<file path="src/tcci_pkg.sv">
// shared constants and types of the timer capture/compare interrupt block
`default_nettype none
package tcci_pkg;
    localparam int addr_w = 4;
    localparam int data_w = 8;
    // register addresses
    localparam logic [3:0] addr_control_first = 4'h0;
    localparam logic [3:0] addr_control_third = 4'h2;
    localparam logic [3:0] addr_compare_one = 4'h3;
    localparam logic [3:0] addr_compare_two = 4'h4;
    localparam logic [3:0] addr_status = 4'h5;
    localparam logic [3:0] addr_mask = 4'h6;
    localparam logic [3:0] addr_counter = 4'h7;
    localparam logic [3:0] addr_capture_one = 4'h8;
    localparam logic [3:0] addr_capture_two = 4'h9;
    // field positions in timer_control_third
    localparam int cr3_capture_one_ie = 7;
    localparam int cr3_compare_one_ie = 6;
    localparam int cr3_capture_two_ie = 5;
    localparam int cr3_compare_two_ie = 4;
    // field positions in control_first
    localparam int cr1_global_capture_ie = 7;
    localparam int cr1_global_compare_ie = 6;
    localparam int cr1_pwm_mode = 5;
    localparam int cr1_count_enable = 4;
    // status / mask layout
    localparam int st_capture_one = 0;
    localparam int st_capture_two = 1;
    localparam int st_compare_one = 2;
    localparam int st_compare_two = 3;
    localparam logic [7:0] reset_byte = 8'h00;
    localparam logic [7:0] counter_one = 8'h01;
    localparam logic [7:0] status_used = 8'h0f;
    typedef struct packed {
        logic [3:0] addr;
        logic [7:0] wdata;
        logic wr;
        logic rd;
    } tcci_bus_req_t;
    typedef struct packed {
        logic capture_one;
        logic capture_two;
        logic compare_one;
        logic compare_two;
    } tcci_events_t;
endpackage
`default_nettype wire

</file>
<file path="src/tcci_top.sv">
// capture/compare interrupt logic of an extended function timer
//
// Implementation choices: the placing of the registers and the strobed register port.
`default_nettype none
module tcci_top (
    input wire logic clk,
    input wire logic reset_n,
    input wire logic [3:0] addr,
    input wire logic [7:0] wdata,
    input wire logic wr,
    input wire logic rd,
    output logic [7:0] rdata,
    input wire logic capture_one_pin,
    input wire logic capture_two_pin,
    output logic compare_one_pin,
    output logic compare_two_pin,
    output logic irq
);
    tcci_pkg::tcci_bus_req_t req;
    tcci_pkg::tcci_events_t ev;
    logic [7:0] control_first;
    logic [7:0] timer_control_third;
    logic [7:0] compare_one_value;
    logic [7:0] compare_two_value;
    logic [7:0] mask;
    logic [7:0] counter;
    logic [7:0] capture_one_value;
    logic [7:0] capture_two_value;
    logic [7:0] next_control_first;
    logic [7:0] next_timer_control_third;
    logic [7:0] next_compare_one_value;
    logic [7:0] next_compare_two_value;
    logic [7:0] next_mask;
    logic [7:0] next_counter;
    logic [7:0] next_capture_one_value;
    logic [7:0] next_capture_two_value;
    logic [7:0] next_rdata;
    logic next_compare_one_pin;
    logic next_compare_two_pin;
    logic cap1_rise;
    logic cap2_rise;
    logic pwm_mode;
    logic counting;
    logic match_one;
    logic match_two;
    logic [3:0] flags;
    logic [3:0] clear_bits;
    logic [3:0] set_bits;
    logic capture_one_irq_enable;
    logic compare_one_irq_enable;
    logic capture_two_irq_enable;
    logic compare_two_irq_enable;
    logic global_capture_irq_enable;
    logic global_compare_irq_enable;
    logic [3:0] enabled;
    logic next_irq;

    assign req = '{addr: addr, wdata: wdata, wr: wr, rd: rd};

    tcci_sync u_sync_cap1 (
        .clk(clk),
        .reset_n(reset_n),
        .pin(capture_one_pin),
        .rise(cap1_rise)
    );
    tcci_sync u_sync_cap2 (
        .clk(clk),
        .reset_n(reset_n),
        .pin(capture_two_pin),
        .rise(cap2_rise)
    );

    assign pwm_mode = control_first[tcci_pkg::cr1_pwm_mode];
    assign counting = control_first[tcci_pkg::cr1_count_enable];
    assign match_one = counting && (counter == compare_one_value);
    assign match_two = counting && (counter == compare_two_value);

    assign capture_one_irq_enable = timer_control_third[tcci_pkg::cr3_capture_one_ie];
    assign compare_one_irq_enable = timer_control_third[tcci_pkg::cr3_compare_one_ie];
    assign capture_two_irq_enable = timer_control_third[tcci_pkg::cr3_capture_two_ie];
    assign compare_two_irq_enable = timer_control_third[tcci_pkg::cr3_compare_two_ie];
    assign global_capture_irq_enable = control_first[tcci_pkg::cr1_global_capture_ie];
    assign global_compare_irq_enable = control_first[tcci_pkg::cr1_global_compare_ie];

    // hardware events
    always_comb begin
        ev.capture_one = cap1_rise;
        ev.capture_two = cap2_rise;
        ev.compare_one = match_one && !pwm_mode;
        ev.compare_two = match_two;
    end

    always_comb begin
        set_bits = 4'h0;
        set_bits[tcci_pkg::st_capture_one] = ev.capture_one;
        set_bits[tcci_pkg::st_capture_two] = ev.capture_two;
        set_bits[tcci_pkg::st_compare_one] = ev.compare_one;
        set_bits[tcci_pkg::st_compare_two] = ev.compare_two;
        clear_bits = 4'h0;
        if (req.wr && req.addr == tcci_pkg::addr_status) begin
            clear_bits = req.wdata[3:0];
        end
    end

    for (genvar i = 0; i < 4; i++) begin : g_flag
        tcci_flag u_flag (
            .clk(clk),
            .reset_n(reset_n),
            .set(set_bits[i]),
            .clear(clear_bits[i]),
            .flag(flags[i])
        );
    end

    // each flag is enabled by its per-event enable or by its global enable, whichever is set
    always_comb begin
        enabled = 4'h0;
        enabled[tcci_pkg::st_capture_one] = flags[tcci_pkg::st_capture_one]
            && (global_capture_irq_enable || capture_one_irq_enable);
        enabled[tcci_pkg::st_compare_one] = flags[tcci_pkg::st_compare_one]
            && (global_compare_irq_enable || compare_one_irq_enable);
        enabled[tcci_pkg::st_capture_two] = flags[tcci_pkg::st_capture_two]
            && (global_capture_irq_enable || capture_two_irq_enable);
        enabled[tcci_pkg::st_compare_two] = flags[tcci_pkg::st_compare_two]
            && (global_compare_irq_enable || compare_two_irq_enable);
        next_irq = |(enabled & mask[3:0]);
    end

    always_comb begin
        next_control_first = control_first;
        next_timer_control_third = timer_control_third;
        next_compare_one_value = compare_one_value;
        next_compare_two_value = compare_two_value;
        next_mask = mask;
        if (req.wr) begin
            unique case (req.addr)
                tcci_pkg::addr_control_first: next_control_first = req.wdata;
                tcci_pkg::addr_control_third: next_timer_control_third = req.wdata;
                tcci_pkg::addr_compare_one: next_compare_one_value = req.wdata;
                tcci_pkg::addr_compare_two: next_compare_two_value = req.wdata;
                tcci_pkg::addr_mask: next_mask = req.wdata & tcci_pkg::status_used;
                default: next_mask = mask;
            endcase
        end
    end

    // free-running counter; pwm wraps at the compare two match
    always_comb begin
        next_counter = counter;
        next_compare_one_pin = compare_one_pin;
        next_compare_two_pin = compare_two_pin;
        if (counting) begin
            next_counter = counter + tcci_pkg::counter_one;
            if (pwm_mode) begin
                if (match_two) begin
                    next_counter = tcci_pkg::reset_byte;
                    next_compare_one_pin = 1'b1;
                end else if (match_one) begin
                    next_compare_one_pin = 1'b0;
                end
            end else begin
                if (match_one) begin
                    next_compare_one_pin = ~compare_one_pin;
                end
                if (match_two) begin
                    next_compare_two_pin = ~compare_two_pin;
                end
            end
        end
        next_capture_one_value = ev.capture_one ? counter : capture_one_value;
        next_capture_two_value = ev.capture_two ? counter : capture_two_value;
    end

    always_comb begin
        next_rdata = tcci_pkg::reset_byte;
        if (req.rd) begin
            unique case (req.addr)
                tcci_pkg::addr_control_first: next_rdata = control_first;
                tcci_pkg::addr_control_third: next_rdata = timer_control_third;
                tcci_pkg::addr_compare_one: next_rdata = compare_one_value;
                tcci_pkg::addr_compare_two: next_rdata = compare_two_value;
                tcci_pkg::addr_status: next_rdata = {4'h0, flags};
                tcci_pkg::addr_mask: next_rdata = mask;
                tcci_pkg::addr_counter: next_rdata = counter;
                tcci_pkg::addr_capture_one: next_rdata = capture_one_value;
                tcci_pkg::addr_capture_two: next_rdata = capture_two_value;
                default: next_rdata = tcci_pkg::reset_byte;
            endcase
        end
    end

    always_ff @(posedge clk or negedge reset_n) begin
        if (!reset_n) begin
            control_first <= tcci_pkg::reset_byte;
            timer_control_third <= tcci_pkg::reset_byte;
            compare_one_value <= tcci_pkg::reset_byte;
            compare_two_value <= tcci_pkg::reset_byte;
            mask <= tcci_pkg::reset_byte;
            counter <= tcci_pkg::reset_byte;
            capture_one_value <= tcci_pkg::reset_byte;
            capture_two_value <= tcci_pkg::reset_byte;
            rdata <= tcci_pkg::reset_byte;
            compare_one_pin <= 1'b0;
            compare_two_pin <= 1'b0;
            irq <= 1'b0;
        end else begin
            control_first <= next_control_first;
            timer_control_third <= next_timer_control_third;
            compare_one_value <= next_compare_one_value;
            compare_two_value <= next_compare_two_value;
            mask <= next_mask;
            counter <= next_counter;
            capture_one_value <= next_capture_one_value;
            capture_two_value <= next_capture_two_value;
            rdata <= next_rdata;
            compare_one_pin <= next_compare_one_pin;
            compare_two_pin <= next_compare_two_pin;
            irq <= next_irq;
        end
    end
endmodule
`default_nettype wire

</file>
<file path="src/tcci_sync.sv">
// two-flop synchroniser and rising edge detector for one pin
`default_nettype none
module tcci_sync (
    input wire logic clk,
    input wire logic reset_n,
    input wire logic pin,
    output logic rise
);
    logic meta;
    logic stable;
    logic prev;
    always_ff @(posedge clk or negedge reset_n) begin
        if (!reset_n) begin
            meta <= 1'b0;
            stable <= 1'b0;
            prev <= 1'b0;
        end else begin
            meta <= pin;
            stable <= meta;
            prev <= stable;
        end
    end
    assign rise = stable & ~prev;
endmodule
`default_nettype wire

</file>
<file path="src/tcci_flag.sv">
// sticky event flag: hardware set beats write-one-to-clear
`default_nettype none
module tcci_flag (
    input wire logic clk,
    input wire logic reset_n,
    input wire logic set,
    input wire logic clear,
    output logic flag
);
    logic next_flag;
    always_comb begin
        next_flag = flag;
        if (clear) begin
            next_flag = 1'b0;
        end
        if (set) begin
            next_flag = 1'b1;
        end
    end
    always_ff @(posedge clk or negedge reset_n) begin
        if (!reset_n) begin
            flag <= 1'b0;
        end else begin
            flag <= next_flag;
        end
    end
endmodule
`default_nettype wire

</file>
<file path="config.mk">
export PLATFORM = sky130hd
export DESIGN_NAME = tcci_top
export DESIGN_NICKNAME = d
export VERILOG_FILES = /design/src/tcci_pkg.sv /design/src/tcci_top.sv /design/src/tcci_sync.sv /design/src/tcci_flag.sv
export SDC_FILE = /design/constraint.sdc
export NUM_CORES = 1
export LEC_CHECK = 0
export CAP_MARGIN = 20
export CORE_UTILIZATION = 30
export CTS_BUF_LIST = sky130_fd_sc_hd__clkbuf_8
export CTS_CLUSTER_DIAMETER = 30
export DETAILED_ROUTE_END_ITERATION = 6
export DONT_BUFFER_PORTS = 1
export PLACE_DENSITY_LB_ADDON = 0.1
export RECOVER_POWER = 100
export SETUP_SLACK_MARGIN = 0.2
export SYNTH_ARGS = -nofsm -noshare
export SYNTH_HDL_FRONTEND = slang
export SYNTH_SLANG_ARGS = --single-unit
</file>
<file path="constraint.sdc">
create_clock -name clk -period 4.66 [get_ports clk]
set_input_delay 0 -clock clk [delete_from_list [all_inputs] [get_ports clk]]
set_output_delay 0 -clock clk [all_outputs]
set_load 0.02 [all_outputs]
</file>
==> impl_summary.md <==
Logic synthesis
Of the synthesized area, sequential elements account for 50.19%. The cell area after synthesis is 4039 um2. Synthesis handed over a netlist of 334 instances.

The fraction of synthesized area in multiplexers is 18.25%. In this run, synthesis inferred 0 flip-flops with an integrated enable. The count of warnings emitted by yosys is 0. The xor and xnor fraction of the mapped netlist area is 5.359%.

After synthesis, the netlist uses 53 different library cells. The synthesized design contains 81 register bits. Summing the areas of all compound-gate instances in the mapped netlist gives under 10% of the synthesized area. After Yosys synthesis, full adders, half adders and majority gates account for 0.3098% of the synthesized area. The average instance in the mapped netlist occupies 12.09 um2. The main combinational cell family by area after synthesis is multiplexers.

The number of nets in the synthesized netlist is 353. Of the total synthesized cell area, the portion taken by AND, OR, NAND and NOR gates is 13.82%. Of all flip-flops after synthesis, the portion carrying an async set or reset was 100.0%. The primary flip-flop cell chosen by synthesis mapping is sky130_fd_sc_hd__dfrtp_1.

Placed design
Port buffering added 0 buffers. The routability-driven placement congestion ratio is 0.8246. The half-perimeter wire length after placement is approximately 7.7 mm.

Critical path
The slowest stage of the critical path belongs to the cell sky130_fd_sc_hd__dlygate4sd3_1. The library cell appearing most often on the critical path is sky130_fd_sc_hd__dlygate4sd3_1. The sort of element at the end of the critical path is a flop. The largest incremental delay on the critical path is 790 ps. The startpoint type of the worst setup path is a primary input.

The maximum net fanout on the critical path is 15. Traced cell by cell, the critical path runs through dlygate4sd3_1 > nor3b_1 > nand3_1 > mux2_1 > dlygate4sd3_1. The family with the most delay on the worst path is buffers and inverters. The logic depth of the worst path, buffers included is 5. The arrival time at the worst endpoint is 2890 ps. Together, buffers and inverters on the worst path number 2.

The worst register-to-register path has a depth of 4. The data required time at the worst endpoint is 4930 ps. By startpoint and endpoint, the worst setup path is classified as in2reg.

Global routing
The first global-routing pass estimated 18.65 mm of wire. The pin count of the biggest net entering global routing is 82. The overall track demand over capacity in global routing is a little under a fifth. The number of global-route vias before repair came to 2877. The overall overflow remaining after global route is 0. The number of antenna violations at the first check in global routing was 0.

Drt
The first-pass iteration count of the detailed router is 4. After detailed routing, the number of vias per cell comes to 5.279. Once detail routing completed, the nets flagged for antenna violations numbered 0. The via count is 2777. The detail-routed net length per standard cell is 22.24 um.

The overall routed net length is between 10 and 15 mm. In this run, the number of DRC markers left after iteration 0 of detailed routing was 235. The number of design rule violations left after detail routing is 0.

Clocking
TritonCTS built the clock tree. Once the clock tree was built, the setup fixing pass inserted 0 buffers. The largest buffer count on any clock path is 2. In this run, CTS created clock tree buffers numbering 9. The hold-fix buffer count after cts is 22. After clock tree synthesis, the clock-pin slew on the worst setup and hold paths is 90 ps.

The total number of H-tree levels is 3. At the later pin of the worst-skew pair, clock insertion delay measures 380 ps. The clock sink count is a little over 80. Post-CTS repair changed the size of 0 cells. The cell at the root of the clock tree is sky130_fd_sc_hd__clkbuf_8.

Floorplanning
The floorplan step defined a die boundary enclosing 13930 um2. The vertical extent of the die is roughly 120 um. The effective utilization at floorplan is 30.62%.

Measured along the x axis, the die boundary spans 118.0 um. After floorplanning, the core was divided into 42 placement rows. 29 I/O pins were placed.

The standard cell core area is 13190 um2.

Worst hold path
The worst hold path depth is 4. The classification of the worst-slack hold path is in2reg.

Cells and area
The layout overhead on the synthesized area is 11.71%. The final net count is between 300 and 400. At the end of the flow the core is filled with cells to between 30% and 40%. The number of antenna diodes in the final layout is 0. The share of final-layout standard cells stronger than drive strength 1 is 23.14%.

The library cell used most frequently in the layout, excluding fill and tap cells, is sky130_fd_sc_hd__dfrtp_1. The fill cell total of the finished layout is 1358. The combined area of the multi-input logic cells is 1772 um2. The library cells used most frequently in the layout, excluding fill and tap cells, are sky130_fd_sc_hd__dfrtp_1, sky130_fd_sc_hd__mux2_2, sky130_fd_sc_hd__nand2_1. The footprint of the flip-flops and latches is around 2000 um2.

Power and ir drop
The worst-case vdd ir drop is 233.1 uV. The ratio of total power to cell area is 467.0 nW/um2. Power comes to 2.107 mW. The analysis attributes to cell leakage a power of 1.910 nW.

STA
The count of pins over their slew limit is 0. Hold is met by 30.91 ps. Subtracting the final worst setup slack from the clock period gives 2613 ps. The final setup violation count is 0. At the pin with the least slew margin, the transition time is 1304 ps.

In this run the tightest slew margin relative to its limit is 12.29%. The final worst-path cycle share is 56.08%. Setup repair after global routing left no endpoint under its margin. The summed negative setup slack over all endpoints is 0 ps. Based on the critical path, the design can be clocked at up to 0.3827 GHz. The clock skew is 11.86 ps.

The final hold violation count was 0.

Status
The run finished with clean final reports.

Flow run
Max-cap violations in this run came to 0.
## synth_stat cells (5+ instances only)
cell type                  number  share of area [%]
sky130_fd_sc_hd__and3_1         6               0.93
sky130_fd_sc_hd__xnor2_1       10                2.2
sky130_fd_sc_hd__a22o_1         6                1.3
sky130_fd_sc_hd__mux2i_1        5                1.2
sky130_fd_sc_hd__a21oi_1        5               0.62
sky130_fd_sc_hd__buf_2         10                1.2
sky130_fd_sc_hd__nor2_1        13                1.2
sky130_fd_sc_hd__buf_4          8                1.5
sky130_fd_sc_hd__nand3_1        6               0.74
sky130_fd_sc_hd__a32oi_1        9                2.0
sky130_fd_sc_hd__nand4_1        6               0.93
sky130_fd_sc_hd__nand2b_1       6               0.93
sky130_fd_sc_hd__a31oi_1        7                1.1
sky130_fd_sc_hd__nand2_1       24                2.2
sky130_fd_sc_hd__o21ai_0        5               0.62
sky130_fd_sc_hd__dfrtp_1       81                 50
sky130_fd_sc_hd__xor2_1        11                2.4
sky130_fd_sc_hd__mux2_2        57                 16
## state kept, by name, indices dropped and copies added, names as in the netlist, 8 cells and up
name / flops
compare_one_value: 8
capture_two_value: 8
capture_one_value: 8
timer_control_third: 8
counter: 8
compare_two_value: 8
control_first: 8
rdata: 8
## final cells by class
class	instances	share of cell area [%]
sequential	81	44.93
multi-input combinational	225	39.27
timing repair buffer	23	5.435
tap	176	4.881
clock buffer	11	3.356
clock inverter	5	1.719
inverter	5	0.4160
## layer usage
metal	GRT usage, %	wire length, um	up-vias	share of wire [%]
met3	4.409	618	12	5.3
met4	7.131	185	0	1.6
met1	26.22	5663	1468	48
met5	0	0	-	0
met2	26.88	5229	69	45
li1	-	-	1228	-
## stage by stage
| step | area, um2 | worst slack, ps | cells |
|---|---|---|---|
| 6_report | 4512 | 2047 | 526 |
| 5_1_grt | 4512 | 1897 | 526 |
| 4_1_cts | 4597 | 2600 | 526 |
| 3_5_place_dp | 4130 | 2816 | 488 |
| 3_3_place_gp | 4130 | 2831 | 488 |
| 2_1_floorplan | 4039 | 3149 | 334 |
## power breakdown
part,leakage [nW],total (mW),switching (mW),internal [mW]
registers,1.02,1.08,0.218,0.861
clock network,0.115,0.600,0.271,0.329
logic,0.778,0.428,0.189,0.239
## kinds of logic (layout without fill, tap and decap cells)
kind of cell | Yosys count | count (layout)
mux | 66 | 66
simple gates | 90 | 90
compound gates | 45 | 45
fa+ha+maj | 1 | 1
xor+xnor | 23 | 23
buf+inv | 28 | 44
flops | 81 | 81
## tightest hold or removal path, stage by stage
cell and delay, ps:
sky130_fd_sc_hd__nor2b_1 30, sky130_fd_sc_hd__a22o_1 170, sky130_fd_sc_hd__nand2_1 60, sky130_fd_sc_hd__a31oi_1 90
## worst paths after layout
kind | start | endpoint | slack, ps
worst max-delay path | addr[0] | timer_control_third[2] | 2050
worst min-delay path | addr[2] | rdata[6] | 30
worst max register to register | counter[2] | counter[1] | 2200
worst min register to register | u_sync_cap1.meta | u_sync_cap1.stable | 360
max in group asynchronous | reset_n | capture_two_value[3] | 4120
min in group asynchronous | reset_n | mask[1] | 170
Power figures use the tool's default switching activity.
